[src/verilog/switch_unit_pkg.sv]
package switch_unit_pkg;

	// ***************************************************************
	// register indices (byte address is four times the index)
	// ***************************************************************
	localparam int ADDR_W = 10;
	localparam logic [7:0] IDX_CONFIG = 8'h40;
	localparam logic [7:0] IDX_STATUS = 8'h41;
	localparam logic [7:0] IDX_LIMIT_LEFT = 8'h42;
	localparam logic [7:0] IDX_LIMIT_RIGHT = 8'h43;
	localparam logic [7:0] IDX_IRQ_STATUS = 8'h44;
	localparam logic [7:0] IDX_IRQ_MASK = 8'h45;
	localparam logic [7:0] IDX_RAMP_LATCH = 8'h46;
	localparam logic [7:0] IDX_ENC_LATCH = 8'h47;
	localparam logic [7:0] IDX_STOP_DECEL = 8'h48;

	// ***************************************************************
	// field layouts
	// ***************************************************************
	typedef struct packed {
		logic halt_on_stall;
		logic latch_enc;
		logic latch_right_inact;
		logic latch_right_act;
		logic latch_left_inact;
		logic latch_left_act;
		logic limit_right_en;
		logic limit_left_en;
		logic ramped_halt;
		logic exchange_sides;
		logic pol_right;
		logic pol_left;
		logic enable_right;
		logic enable_left;
	} switch_cfg_t;

	typedef struct packed {
		logic stall_halt_flag;
		logic stop_right_effect;
		logic stop_left_effect;
		logic latch_right_ready;
		logic latch_left_ready;
		logic switch_right_active;
		logic switch_left_active;
	} switch_flags_t;

	typedef struct packed {
		logic stall;
		logic stop_right;
		logic stop_left;
		logic latch_right;
		logic latch_left;
	} irq_bits_t;

	localparam int CFG_W = 14;
	localparam int FLAGS_W = 7;
	localparam int IRQ_W = 5;

	// ***************************************************************
	// reset values and responses
	// ***************************************************************
	localparam logic [CFG_W-1:0] CFG_RESET = 14'h0000;
	localparam logic [IRQ_W-1:0] IRQ_MASK_RESET = 5'h00;
	localparam logic [31:0] WORD_RESET = 32'h00000000;
	localparam logic [1:0] RESP_OKAY = 2'h0;
	localparam logic [1:0] RESP_SLVERR = 2'h2;

endpackage : switch_unit_pkg

[src/verilog/reference_switch_limit_unit.sv]
// Functional notes
// - left stop switch acts only while its enable bit 0 is set
// - right stop switch acts only while its enable bit 1 is set
// - polarity bits 2 and 3; zero means high stops, one means low stops
// - unswapped, left switch stops negative motion, right stops positive
// - swap bit set exchanges switches: right stops negative, left positive
// - ramped-halt bit clear forces velocity to zero at once on a stop
// - ramped-halt bit set ramps velocity down with the stop deceleration
// - bits 6 and 7 enable left and right virtual 32-bit position limits
// - enabled limit makes motion come to rest at the limit, never beyond
// - bits 8 to 11 capture ramp position on switch active/inactive edges
// - bit 12 also captures encoder position with each ramp capture
// - bit 13 stops the motor on a driver stall event
// - status bits 0 and 1 show live switch state, no read side effect
// - status bits 2 and 3 set on capture, clear on status read
// - status bits 4 and 5 show a switch stop currently in effect
// - status bit 6 sets on stall stop, clears on status read
`timescale 1ns/100ps
`default_nettype none

module reference_switch_limit_unit
	import switch_unit_pkg::*;
(
	input wire logic aclk,
	input wire logic aresetn,
	input wire logic [switch_unit_pkg::ADDR_W-1:0] awaddr,
	input wire logic [2:0] awprot,
	input wire logic awvalid,
	output logic awready,
	input wire logic [31:0] wdata,
	input wire logic [3:0] wstrb,
	input wire logic wvalid,
	output logic wready,
	output logic [1:0] bresp,
	output logic bvalid,
	input wire logic bready,
	input wire logic [switch_unit_pkg::ADDR_W-1:0] araddr,
	input wire logic [2:0] arprot,
	input wire logic arvalid,
	output logic arready,
	output logic [31:0] rdata,
	output logic [1:0] rresp,
	output logic rvalid,
	input wire logic rready,
	input wire logic stop_left_pin,
	input wire logic stop_right_pin,
	input wire logic stall_pin,
	input wire logic [31:0] ramp_position,
	input wire logic [31:0] encoder_position,
	input wire logic moving_positive,
	input wire logic moving_negative,
	output logic halt_hard,
	output logic halt_ramped,
	output logic [31:0] stop_decel,
	output logic block_negative,
	output logic block_positive,
	output logic clamp_low_en,
	output logic [31:0] clamp_low,
	output logic clamp_high_en,
	output logic [31:0] clamp_high,
	output logic irq
);
	import switch_unit_pkg::*;

	// ***************************************************************
	// declarations
	// ***************************************************************
	switch_cfg_t cfg_r;
	switch_flags_t flags;
	irq_bits_t irq_set;
	logic [IRQ_W-1:0] irq_status_r;
	logic [IRQ_W-1:0] irq_mask_r;
	logic [31:0] ramp_latch_r;
	logic [31:0] enc_latch_r;
	logic aw_held_r;
	logic w_held_r;
	logic [7:0] aw_idx_r;
	logic [31:0] wdata_r;
	logic [3:0] wstrb_r;
	logic do_write;
	logic ar_take;
	logic [7:0] ar_idx;
	logic status_read;
	logic [31:0] rd_word;
	logic rd_hit;
	logic [31:0] wr_mask;
	logic [2:0] sync_a_r;
	logic [2:0] sync_b_r;
	logic left_act;
	logic right_act;
	logic stall_lvl;
	logic left_prev_r;
	logic right_prev_r;
	logic stall_prev_r;
	logic left_rise;
	logic left_fall;
	logic right_rise;
	logic right_fall;
	logic stall_rise;
	logic left_on;
	logic right_on;
	logic left_hit;
	logic right_hit;
	logic cap_left;
	logic cap_right;
	logic stop_left_r;
	logic stop_right_r;
	logic latch_left_r;
	logic latch_right_r;
	logic stall_flag_r;
	logic stall_set;
	logic limit_low_reached;
	logic limit_high_reached;
	logic stop_any;

	// ***************************************************************
	// write channel
	// ***************************************************************
	assign awready = ~aw_held_r;
	assign wready = ~w_held_r;
	assign do_write = aw_held_r & w_held_r & ~bvalid;
	assign wr_mask = {{8{wstrb_r[3]}}, {8{wstrb_r[2]}},
		{8{wstrb_r[1]}}, {8{wstrb_r[0]}}};

	always_ff @(posedge aclk)
	begin
		if (!aresetn)
		begin
			aw_held_r <= 1'b0;
			aw_idx_r <= 8'h00;
		end
		else if (awvalid && awready)
		begin
			aw_held_r <= 1'b1;
			aw_idx_r <= awaddr[ADDR_W-1:2];
		end
		else if (do_write)
			aw_held_r <= 1'b0;
	end

	always_ff @(posedge aclk)
	begin
		if (!aresetn)
		begin
			w_held_r <= 1'b0;
			wdata_r <= WORD_RESET;
			wstrb_r <= 4'h0;
		end
		else if (wvalid && wready)
		begin
			w_held_r <= 1'b1;
			wdata_r <= wdata;
			wstrb_r <= wstrb;
		end
		else if (do_write)
			w_held_r <= 1'b0;
	end

	always_ff @(posedge aclk)
	begin
		if (!aresetn)
		begin
			bvalid <= 1'b0;
			bresp <= RESP_OKAY;
		end
		else if (do_write)
		begin
			bvalid <= 1'b1;
			case (aw_idx_r)
				IDX_CONFIG, IDX_LIMIT_LEFT, IDX_LIMIT_RIGHT,
				IDX_IRQ_STATUS, IDX_IRQ_MASK, IDX_STOP_DECEL:
					bresp <= RESP_OKAY;
				default:
					bresp <= RESP_SLVERR;
			endcase
		end
		else if (bready)
			bvalid <= 1'b0;
	end

	// ***************************************************************
	// software registers
	// ***************************************************************
	always_ff @(posedge aclk)
	begin
		if (!aresetn)
			cfg_r <= CFG_RESET;
		else if (do_write && aw_idx_r == IDX_CONFIG)
			cfg_r <= (cfg_r & ~wr_mask[CFG_W-1:0])
				| (wdata_r[CFG_W-1:0] & wr_mask[CFG_W-1:0]);
	end

	// limits are write-only; software loads them before enabling
	always_ff @(posedge aclk)
	begin
		if (!aresetn)
		begin
			clamp_low <= WORD_RESET;
			clamp_high <= WORD_RESET;
			stop_decel <= WORD_RESET;
		end
		else if (do_write)
		begin
			if (aw_idx_r == IDX_LIMIT_LEFT)
				clamp_low <= (clamp_low & ~wr_mask) | (wdata_r & wr_mask);
			if (aw_idx_r == IDX_LIMIT_RIGHT)
				clamp_high <= (clamp_high & ~wr_mask) | (wdata_r & wr_mask);
			if (aw_idx_r == IDX_STOP_DECEL)
				stop_decel <= (stop_decel & ~wr_mask) | (wdata_r & wr_mask);
		end
	end

	always_ff @(posedge aclk)
	begin
		if (!aresetn)
			irq_mask_r <= IRQ_MASK_RESET;
		else if (do_write && aw_idx_r == IDX_IRQ_MASK && wstrb_r[0])
			irq_mask_r <= wdata_r[IRQ_W-1:0];
	end

	// ***************************************************************
	// read channel
	// ***************************************************************
	assign arready = ~rvalid;
	assign ar_take = arvalid & arready;
	assign ar_idx = araddr[ADDR_W-1:2];
	assign status_read = ar_take & (ar_idx == IDX_STATUS);

	always_comb
	begin
		rd_word = WORD_RESET;
		rd_hit = 1'b1;
		case (ar_idx)
			IDX_CONFIG: rd_word[CFG_W-1:0] = cfg_r;
			IDX_STATUS: rd_word[FLAGS_W-1:0] = flags;
			IDX_LIMIT_LEFT, IDX_LIMIT_RIGHT: rd_word = WORD_RESET;
			IDX_IRQ_STATUS: rd_word[IRQ_W-1:0] = irq_status_r;
			IDX_IRQ_MASK: rd_word[IRQ_W-1:0] = irq_mask_r;
			IDX_RAMP_LATCH: rd_word = ramp_latch_r;
			IDX_ENC_LATCH: rd_word = enc_latch_r;
			IDX_STOP_DECEL: rd_word = stop_decel;
			default: rd_hit = 1'b0;
		endcase
	end

	always_ff @(posedge aclk)
	begin
		if (!aresetn)
		begin
			rvalid <= 1'b0;
			rdata <= WORD_RESET;
			rresp <= RESP_OKAY;
		end
		else if (ar_take)
		begin
			rvalid <= 1'b1;
			rdata <= rd_word;
			rresp <= rd_hit ? RESP_OKAY : RESP_SLVERR;
		end
		else if (rready)
			rvalid <= 1'b0;
	end

	// ***************************************************************
	// switch inputs
	// ***************************************************************
	// two flops per pin before any logic looks at them
	always_ff @(posedge aclk)
	begin
		if (!aresetn)
		begin
			sync_a_r <= 3'h0;
			sync_b_r <= 3'h0;
		end
		else
		begin
			sync_a_r <= {stall_pin, stop_right_pin, stop_left_pin};
			sync_b_r <= sync_a_r;
		end
	end

	assign left_act = sync_b_r[0] ^ cfg_r.pol_left;
	assign right_act = sync_b_r[1] ^ cfg_r.pol_right;
	assign stall_lvl = sync_b_r[2];

	always_ff @(posedge aclk)
	begin
		if (!aresetn)
		begin
			left_prev_r <= 1'b0;
			right_prev_r <= 1'b0;
			stall_prev_r <= 1'b0;
		end
		else
		begin
			left_prev_r <= left_act;
			right_prev_r <= right_act;
			stall_prev_r <= stall_lvl;
		end
	end

	assign left_rise = left_act & ~left_prev_r;
	assign left_fall = ~left_act & left_prev_r;
	assign right_rise = right_act & ~right_prev_r;
	assign right_fall = ~right_act & right_prev_r;
	assign stall_rise = stall_lvl & ~stall_prev_r;

	// ***************************************************************
	// stop switches
	// ***************************************************************
	assign left_on = cfg_r.enable_left & left_act;
	assign right_on = cfg_r.enable_right & right_act;
	// moving into the side that each switch guards
	assign left_hit = cfg_r.exchange_sides ? moving_positive
		: moving_negative;
	assign right_hit = cfg_r.exchange_sides ? moving_negative
		: moving_positive;

	// stop holds until the switch goes inactive or is disabled
	always_ff @(posedge aclk)
	begin
		if (!aresetn)
		begin
			stop_left_r <= 1'b0;
			stop_right_r <= 1'b0;
		end
		else
		begin
			stop_left_r <= left_on & (stop_left_r | left_hit);
			stop_right_r <= right_on & (stop_right_r | right_hit);
		end
	end

	assign limit_low_reached = cfg_r.limit_left_en
		& ($signed(ramp_position) <= $signed(clamp_low));
	assign limit_high_reached = cfg_r.limit_right_en
		& ($signed(ramp_position) >= $signed(clamp_high));
	assign clamp_low_en = cfg_r.limit_left_en;
	assign clamp_high_en = cfg_r.limit_right_en;

	assign block_negative = (cfg_r.exchange_sides ? right_on : left_on)
		| limit_low_reached;
	assign block_positive = (cfg_r.exchange_sides ? left_on : right_on)
		| limit_high_reached;

	assign stop_any = stop_left_r | stop_right_r | stall_flag_r;
	assign halt_hard = stop_any & ~cfg_r.ramped_halt;
	assign halt_ramped = stop_any & cfg_r.ramped_halt;

	// ***************************************************************
	// stall stop
	// ***************************************************************
	assign stall_set = stall_rise & cfg_r.halt_on_stall;

	always_ff @(posedge aclk)
	begin
		if (!aresetn)
			stall_flag_r <= 1'b0;
		else
			stall_flag_r <= stall_set
				| (stall_flag_r & ~status_read);
	end

	// ***************************************************************
	// position capture
	// ***************************************************************
	assign cap_left = (left_rise & cfg_r.latch_left_act)
		| (left_fall & cfg_r.latch_left_inact);
	assign cap_right = (right_rise & cfg_r.latch_right_act)
		| (right_fall & cfg_r.latch_right_inact);

	always_ff @(posedge aclk)
	begin
		if (!aresetn)
		begin
			ramp_latch_r <= WORD_RESET;
			enc_latch_r <= WORD_RESET;
		end
		else if (cap_left || cap_right)
		begin
			ramp_latch_r <= ramp_position;
			if (cfg_r.latch_enc)
				enc_latch_r <= encoder_position;
		end
	end

	always_ff @(posedge aclk)
	begin
		if (!aresetn)
		begin
			latch_left_r <= 1'b0;
			latch_right_r <= 1'b0;
		end
		else
		begin
			latch_left_r <= cap_left
				| (latch_left_r & ~status_read);
			latch_right_r <= cap_right
				| (latch_right_r & ~status_read);
		end
	end

	always_comb
	begin
		flags.switch_left_active = left_act;
		flags.switch_right_active = right_act;
		flags.latch_left_ready = latch_left_r;
		flags.latch_right_ready = latch_right_r;
		flags.stop_left_effect = stop_left_r;
		flags.stop_right_effect = stop_right_r;
		flags.stall_halt_flag = stall_flag_r;
	end

	// ***************************************************************
	// interrupt
	// ***************************************************************
	always_comb
	begin
		irq_set.latch_left = cap_left;
		irq_set.latch_right = cap_right;
		irq_set.stop_left = left_on & left_hit & ~stop_left_r;
		irq_set.stop_right = right_on & right_hit & ~stop_right_r;
		irq_set.stall = stall_set;
	end

	// write one clears; a new event in the same cycle wins
	always_ff @(posedge aclk)
	begin
		if (!aresetn)
			irq_status_r <= IRQ_MASK_RESET;
		else if (do_write && aw_idx_r == IDX_IRQ_STATUS && wstrb_r[0])
			irq_status_r <= irq_set
				| (irq_status_r & ~wdata_r[IRQ_W-1:0]);
		else
			irq_status_r <= irq_set | irq_status_r;
	end

	assign irq = |(irq_status_r & irq_mask_r);

endmodule : reference_switch_limit_unit

`default_nettype wire

[config.mk]
export PLATFORM = sky130hd
export DESIGN_NAME = reference_switch_limit_unit
export DESIGN_NICKNAME = d
export VERILOG_FILES = /design/src/verilog/switch_unit_pkg.sv /design/src/verilog/reference_switch_limit_unit.sv
export SDC_FILE = /design/constraint.sdc
export NUM_CORES = 1
export LEC_CHECK = 0
export ABC_AREA = 1
export BUFFER_PORTS_ARGS = -buffer_cell sky130_fd_sc_hd__buf_2
export CORE_UTILIZATION = 54
export DETAILED_ROUTE_END_ITERATION = 8
export GPL_ROUTABILITY_DRIVEN = 0
export PLACE_DENSITY_LB_ADDON = 0.25
export SETUP_SLACK_MARGIN = 0.5
export SYNTH_ARGS = -nofsm -noshare
export SYNTH_HDL_FRONTEND = slang
export SYNTH_SLANG_ARGS = --single-unit
[constraint.sdc]
create_clock -name aclk -period 1.9 [get_ports aclk]
set_clock_uncertainty 0.1 [all_clocks]
set_input_delay 0.19 -clock aclk [delete_from_list [all_inputs] [get_ports aclk]]
set_output_delay 0.19 -clock aclk [all_outputs]
set_load 0.1 [all_outputs]
==> flow_summary_export.csv, run 1 <==
group,metric,value,unit
global_route,grt_max_degree,102,
global_route,grt_util_all_layers,78.76,%
timing,worst-ep-kind,"primary output",
timing,grt_worst_setup_endpoint,"block_negative",
synthesis,yosysSeqAreaShare,45.28,%
floorplanning,top_level_ports,282,
global_route,grt.overflow.total,102,
run_status,status,"stopped before the end",
floorplanning,die_h,153.4,um
run_status,error,"[ERROR GRT-0232] Routing congestion too high. Check the congestion heatmap in the GUI.",
synthesis,netlist_area,0.01238,mm^2
synthesis,synth.largest_area_cell,"dfxtp_1",
floorplanning,die_w,153.4,um
synthesis,synth.yosys.warnings,0,
synthesis,yosysTopAreaCellShare,45.28,%
placement,place_hpwl,29550,um
placement,numPortBuffers,269,
synthesis,avgSynthCellArea,7.381,um^2
floorplanning,start_util,54.84,%
run_status,stop_stage,"5_1_grt",
synthesis,yosys-top-cells-area,"dfxtp_1 45%, o21ai_0 9.7%, nand2_1 8.0%, a21oi_1 8.0%, nor2_1 7.5%",
clock_tree,cts_buffers,29,
clock_tree,cts_max_level,1,
synthesis,synthCells,1677,
clock_tree,clkSinkCount,280,
synthesis,synth.distinct_cells,36,
placement,post-place-cells,2297,
floorplanning,std_cell_rows,55,
clock_tree,cts-root-buf,"clkbuf_16",
clock_tree,cts_buffer_depth,3,
synthesis,ys_ff_latch,280,
synth_stat cells:
master,number
a31oi_1,4
nor3_2,2
dfxtp_1,280
o21a_1,5
buf_2,25
nand3_1,38
a21o_1,2
buf_4,4
clkbuf_2,1
nor2_2,3
nand2_2,1
buf_6,4
o21ai_1,16
nor4_4,2
buf_1,4
inv_1,175
clkinv_1,1
conb_1,1
ha_1,64
o21ai_0,239
nor2_1,246
a211oi_1,7
o31ai_1,2
a21oi_1,197
nor3_1,7
a221oi_1,1
inv_2,8
clkbuf_1,44
nand2_4,2
nand4_1,7
xnor2_1,2
o311ai_0,1
o211ai_1,13
nand2_1,263
a211oi_2,4
o22ai_1,2
repair_timing:
action                                 4_1_cts
hold buffers                               114
cloned                                      14
pin swaps                                   97
gates resized for setup                    465
endpoints found under the hold margin      126
setup buffers                               57
setup endpoints to repair                  336
layer usage:
layer,track usage [%],overflow
met5,13.66,0
met4,82.29,38
met3,61.92,4
met2,97.30,57
met1,78.41,3
kinds of logic after synthesis:
kind of cell	after synthesis	synth area share (%)
DFF	280	45.28
xor gates and xnor gates	2	0.1415
other	1	0.03030
and+or+nand+nor	571	18.50
AOI/OAI and AO/OA	493	20.88
adders and majority gates	64	6.469
buffers and inverters	266	8.693
per-stage QoR:
step	setup slack [ns]	cell area, um^2
after floorplan	-0.1691	13460
after global placement	-0.3701	15890
after detailed placement	-0.4002	15890
after CTS	-0.7731	20320
==> inputs of run 2 (changes only) <==
--- a/config.mk
+++ b/config.mk
@@ -7,11 +7,10 @@
 export LEC_CHECK = 0
 export ABC_AREA = 1
 export BUFFER_PORTS_ARGS = -buffer_cell sky130_fd_sc_hd__buf_2
-export CORE_UTILIZATION = 54
+export CORE_UTILIZATION = 40
 export DETAILED_ROUTE_END_ITERATION = 8
 export GPL_ROUTABILITY_DRIVEN = 0
-export PLACE_DENSITY_LB_ADDON = 0.25
-export SETUP_SLACK_MARGIN = 0.5
+export PLACE_DENSITY_LB_ADDON = 0.15
 export SYNTH_ARGS = -nofsm -noshare
 export SYNTH_HDL_FRONTEND = slang
 export SYNTH_SLANG_ARGS = --single-unit
==> run 2 against run 1 <==
- the flow now finishes, with violations (setup timing)
- area after synthesis unchanged
- synthesized cell count unchanged
==> flow_summary_export.csv, run 2 <==
group,metric,value,unit
run_status,status,"finished, violations left",
run_status,failed_checks,"setup timing",
synthesis,synth.yosys.warnings,0,
timing,rsz0062_at_grt,"true",
routing,drt_pass1_iterations,5,
synthesis,ys_ff_latch,280,
timing,drv_slew,0,
timing,fin_crit_sh,139.1,%
routing,route.vias.total,12911,
timing,fmax,0.3783,GHz
global_route,grt_util_all_layers,26.30,%
global_route,grt.overflow.total,0,
layout,area_growth,50.44,%
synthesis,avgSynthCellArea,7.381,um^2
synthesis,synth.largest_area_cell,"dfxtp_1",
layout,layout_commonest_cell,"buf_2",
clock_tree,cts-root-buf,"clkbuf_16",
power_and_ir_drop,p_per_area,733.9,mW/mm^2
clock_tree,cts_max_level,1,
worst_setup_path,critPathLaunchType,"register",
layout,layout_common_cells,"263 x buf_2, 230 x nand2_1, 225 x nor2_1",
clock_tree,cts_buffer_depth,3,
power_and_ir_drop,p_leak,0.008207,uW
global_route,grt_pass1_vias,12342,
timing,max-slew-margin-rel,64.32,%
clock_tree,cts_tree,"done",
routing,drt-wirelength-per-cell,16.26,um
routing,ant_nets,0,
worst_setup_path,end_kind,"primary output",
floorplanning,die_w,177.9,um
worst_setup_path,slowest_stage,"dfxtp_4",
worst_setup_path,critPathArrivalTime,2.35,ns
synthesis,yosysTopAreaCellShare,45.28,%
floorplanning,start_util,40.57,%
placement,place_hpwl,30540,um
synthesis,yosysSeqAreaShare,45.28,%
global_route,grt_max_degree,72,
worst_setup_path,crit_path_cell_trace,"inv_4 -> ha_4 -> a21o_1 -> nor2_2 -> nand2_2 -> nand2_1 -> nand2_2 -> nand2_2 -> nand2_2 -> nand2_2 -> nand3_4 -> nand2_4 -> nand2_8 -> buf_12",
routing,drc,0,
global_route,grt_first_pass_wirelength,65330,um
synthesis,synthCells,1677,
clock_tree,clkSinkCount,280,
worst_setup_path,worst-path-buf-inv,2,
floorplanning,std_cell_rows,64,
routing,drt-total-wl,42410,um
layout,final_nets,2390,
routing,avgViaCountPerCell,4.949,
synthesis,yosysMostFrequentCell,"dfxtp_1",
power_and_ir_drop,max-vdd-ir-drop,804.4,uV
synthesis,yosys-top-cells-area,"dfxtp_1 45%, o21ai_0 9.7%, nand2_1 8.0%, a21oi_1 8.0%, nor2_1 7.5%",
placement,numPortBuffers,269,
floorplanning,core,0.03051,mm^2
worst_setup_path,cp_max_fo,2,
timing,worst_slew_pin_slew,0.5390,ns
layout,final_cells,2609,
layout,drive_above_1_share,33.91,%
worst_setup_path,cpMostUsedCell,"nand2_2",
synthesis,synth_common_cells,"280 x dfxtp_1, 263 x nand2_1, 246 x nor2_1, 239 x o21ai_0, 197 x a21oi_1",
timing,setup_viol,2,
floorplanning,top_level_ports,282,
worst_setup_path,critPathTopFamily,"simple AND/OR/NAND/NOR gates",
layout,filler_cell_count,2758,
floorplanning,dieArea,0.03165,mm^2
hold_path,hold_class,"input pin to register",
synthesis,async_flop_share,0,%
synthesis,synthFlopType,"dfxtp_1",
synthesis,synth.distinct_cells,36,
synthesis,netlist_area,0.01238,mm^2
worst_setup_path,crit_type,"register to primary output",
timing,finalWorstSetupSlack,-0.7431,ns
worst_setup_path,critical_path.max_stage_delay,0.36,ns
floorplanning,die_h,177.9,um
global_route,grt_antenna_before_repair,1,
placement,post-place-cells,2419,
routing,drtIter0Drc,737,
timing,timing.final.crit_period,2.643,ns
timing,hold_viol_final,0,
clock_tree,cts_buffers,30,
job,drv_cap,0,
clock_tree,clkTransAtPathRegs,0.06,ns
synthesis,synth-edff-count,0,
clock_tree,clkLatencyLatePin,0.54,ns
placement,pre_cts_ws,-0.3594,ns
worst_setup_path,cp.required,1.61,ns
-- run 2: worst min-delay path, stage by stage --
cell     delay (ns)
buf_2          0.11
inv_1          0.05
o21ai_0        0.09
nand3_1        0.11
a21oi_1        0.06
-- run 2: per-stage QoR --
stage | TNS (ns) | cell area [um^2] | hold WS [ns] | power [uW] | util (%)
after detailed placement | -0.7289 | 15790 | 0.2792 | 7267 | 51.76
after global placement | -0.7268 | 15790 | 0.2751 | 7253 | 51.76
after global routing | -1.671 | 18620 | 0.04779 | 14160 | 61.04
after floorplan | -8.308 | 13120 | 0.1876 | 6777 | -
final | -1.413 | 18620 | 0.02060 | 13670 | 61.04
after CTS | -1.542 | 18270 | 0.007384 | 13700 | 59.87
-- run 2: logic make-up after synthesis --
logic type,Yosys count,share of synthesized area (%)
buffers and inverters,266,8.693
adders and majority gates,64,6.469
other,1,0.03030
DFF,280,45.28
AOI/OAI and AO/OA,493,20.88
xor gates and xnor gates,2,0.1415
and+or+nand+nor,571,18.50
-- run 2: path summary, 6_finish.rpt --
check	cells past startpoint	slack, ns	endpoint	from
max	14	-0.74	block_negative	register
min	5	0.02	irq_status_r[2]	moving_negative
max reg2reg	11	0.09	register	aw_idx_r[6]
min reg2reg	2	0.32	sync_b_r[0]	sync_a_r[0]
-- run 2: cell type report --
class | count | area, um^2 | share of cell area (%)
Antenna cell | 1 | 2.502 | 0.01344
Clock buffer | 44 | 968.4 | 5.201
Clock inverter | 12 | 112.6 | 0.6047
Inverter | 184 | 742.0 | 3.984
Multi-Input combinational cell | 1132 | 6529 | 35.06
Sequential cell | 280 | 5779 | 31.04
Tap cell | 396 | 495.5 | 2.661
Timing Repair Buffer | 560 | 3993 | 21.44
-- run 2: power by group --
part / switching [uW] / total (uW) / internal, uW
clock network: 2430 / 6230 / 3790
registers: 93.9 / 6010 / 5920
logic: 829 / 1420 / 595
-- run 2: per-layer routing --
layer	wire (um)	up-vias	GRT usage (%)	part of all wire, %
li1	-	6543	-	-
met1	20490	5926	37.30	48
met2	18600	365	41.02	44
met3	2095	77	3.320	4.9
met4	1233	0	8.583	2.9
met5	0	-	0	0
-- run 2: what timing repair did --
item | 4_1_cts | 5_1_grt
hold endpoints to repair | 140 | 0
hold buffers | 124 | 0
gates resized for setup | 38 | 80
endpoints found under the setup margin | 6 | 89
buffers inserted | 2 | 7
pin swaps | 17 | 27
No activity file was read; power rests on OpenSTA's default activity.
==> inputs of run 3 (changes only) <==
--- a/config.mk
+++ b/config.mk
@@ -8,9 +8,11 @@
 export ABC_AREA = 1
 export BUFFER_PORTS_ARGS = -buffer_cell sky130_fd_sc_hd__buf_2
 export CORE_UTILIZATION = 40
+export CTS_BUF_LIST = sky130_fd_sc_hd__clkbuf_4 sky130_fd_sc_hd__clkbuf_8 sky130_fd_sc_hd__clkbuf_16
 export DETAILED_ROUTE_END_ITERATION = 8
 export GPL_ROUTABILITY_DRIVEN = 0
 export PLACE_DENSITY_LB_ADDON = 0.15
+export SKIP_CTS_REPAIR_TIMING = 1
 export SYNTH_ARGS = -nofsm -noshare
 export SYNTH_HDL_FRONTEND = slang
 export SYNTH_SLANG_ARGS = --single-unit
==> run 3 against run 2 <==
- the flow finishes with violations (hold timing, setup timing)
- count of clock-buffer cells in the layout unchanged
- critical path type unchanged
- setup slack lost 0.032 ns
- non-clock buffer count fell by 15
- clock power barely moved
- final cell count decreased by 0.61%
- total power fell by 0.37%
==> flow_summary_export.csv, run 3 (synthesis gave the netlist of run 2 again) <==
group,metric,value,unit
run_status,status,"finished, violations left",
run_status,failed_checks,"hold timing, setup timing",
timing,hold_viol_final,2,
power_and_ir_drop,p_leak,0.008112,uW
hold_path,hold_class,"input pin to register",
routing,drt-wirelength-per-cell,16.09,um
layout,layout_commonest_cell,"buf_2",
timing,whs,-0.02337,ns
layout,filler_cell_count,2816,
worst_setup_path,cp.required,1.61,ns
worst_setup_path,critPathLaunchType,"register",
worst_setup_path,end_kind,"primary output",
global_route,grt_first_pass_wirelength,61910,um
worst_setup_path,crit_path_cell_trace,"inv_2 -> ha_1 -> nand2_2 -> nor2_1 -> nor2_1 -> nand2_1 -> nand2_1 -> nand2_2 -> nand2_2 -> nand2_1 -> nand2_1 -> nand3_2 -> nand2_4 -> nand2_8 -> buf_12",
floorplanning,dieArea,0.03165,mm^2
routing,route.vias.total,12778,
floorplanning,start_util,40.57,%
layout,layout_common_cells,"263 x buf_2, 245 x nand2_1, 231 x nor2_1",
routing,drt_pass1_iterations,5,
hold_path,min_from,"ramp_position[7]",
timing,timing.final.crit_period,2.675,ns
worst_setup_path,slowest_stage,"dfxtp_4",
clock_tree,cts-root-buf,"clkbuf_16",
timing,rsz0062_at_grt,"true",
layout,final_nets,2375,
clock_tree,clkTransAtPathRegs,0.06,ns
layout,drive_above_1_share,31.50,%
timing,drv_slew,0,
global_route,grt_max_degree,72,
floorplanning,top_level_ports,282,
worst_setup_path,crit_type,"register to primary output",
routing,drt-total-wl,41720,um
placement,postPlaceCellArea,0.01579,mm^2
clock_tree,clkSinkCount,280,
timing,worst_slew_pin_slew,0.5374,ns
clock_tree,clkLatencyLatePin,0.54,ns
timing,fmax,0.3739,GHz
floorplanning,die_h,177.9,um
worst_setup_path,critPathTopFamily,"simple AND/OR/NAND/NOR gates",
routing,drc,0,
power_and_ir_drop,max-vdd-ir-drop,804.7,uV
worst_setup_path,worst-path-buf-inv,2,
floorplanning,core,0.03051,mm^2
placement,numPortBuffers,269,
timing,max-slew-margin-rel,64.42,%
layout,multiInputGateArea,0.006250,mm^2
floorplanning,die_w,177.9,um
layout,final_cell_area,0.01821,mm^2
timing,finalWorstSetupSlack,-0.7748,ns
placement,post-place-cells,2419,
layout,final_cells,2593,
layout,seq_area,0.005779,mm^2
layout,utilization,59.69,%
timing,setup_tns,-1.518,ns
placement,place_hpwl,30540,um
global_route,grt_antenna_before_repair,0,
global_route,grt_util_all_layers,25.01,%
global_route,grt.overflow.total,0,
layout,num_antenna_cells,0,
layout,area_growth,47.13,%
worst_setup_path,cpMostUsedCell,"nand2_1",
timing,setup_viol,2,
clock_tree,cts_buffer_depth,3,
clock_tree,cts_tree,"done",
routing,ant_nets,0,
clock_tree,cts_buffers,30,
floorplanning,std_cell_rows,64,
worst_setup_path,critPathArrivalTime,2.38,ns
routing,avgViaCountPerCell,4.928,
worst_setup_path,critical_path.max_stage_delay,0.35,ns
job,drv_cap,0,
timing,fin_crit_sh,140.8,%
clock_tree,cts_max_level,1,
power_and_ir_drop,p_per_area,747.6,mW/mm^2
global_route,grt_pass1_vias,11458,
routing,drtIter0Drc,738,
worst_setup_path,cp_max_fo,2,
## run 3: cell count changes in the layout (fill, tap and decap cells not counted), moves of 5 or more
cell           delta
nor2_1            +6
ha_1             +13
nand2_1          +15
inv_2            -11
dlygate4sd3_1    -10
inv_1            +10
buf_4             -5
a21oi_1           +7
ha_4             -13
a21oi_2           -7
nand2_2          -14
nor2_2            -5
## run 3: metal layers
layer  share of wire, %  track usage [%]  vias up
met4                2.3            5.840        0
li1                   -                -     6514
met2                 44            38.72      360
met5                  0                0        -
met3                5.7            3.470       73
met1                 48            36.37     5831
## run 3: cell type report
class	count	area share [%]
clock buffers	44	5.359
clock inverters	12	0.6183
inverters	184	4.088
multi-input cells	1132	34.32
flip-flops and latches	280	31.73
well taps	396	2.721
repair buffers	545	21.17
## run 3: path summary, 6_finish.rpt
check / slack (ns) / endpoint / depth (start not counted)
max: -0.77 / block_negative / 15
min: -0.02 / ramp_latch_r[7] / 4
max reg2reg: 0.11 / enc_latch_r[16] / 10
min reg2reg: 0.33 / sync_b_r[0] / 2
## run 3: per-stage QoR
| step | worst slack (ns) | power, uW |
|---|---|---|
| floorplan | -0.4158 | 6777 |
| global placement | -0.3487 | 7253 |
| detailed placement | -0.3594 | 7267 |
| CTS | -0.9523 | 13500 |
| global route | -0.8826 | 14110 |
| finish | -0.7748 | 13610 |
## run 3: report_power, final
| part | switching [uW] | total [uW] | internal (uW) |
|---|---|---|---|
| sequential | 93.5 | 6010 | 5920 |
| clock | 2430 | 6260 | 3820 |
| combinational | 794 | 1340 | 550 |
## run 3: worst min-delay path, stage by stage
cell	delay, ns
buf_2	0.15
buf_4	0.12
nor2_1	0.04
nor2_1	0.09
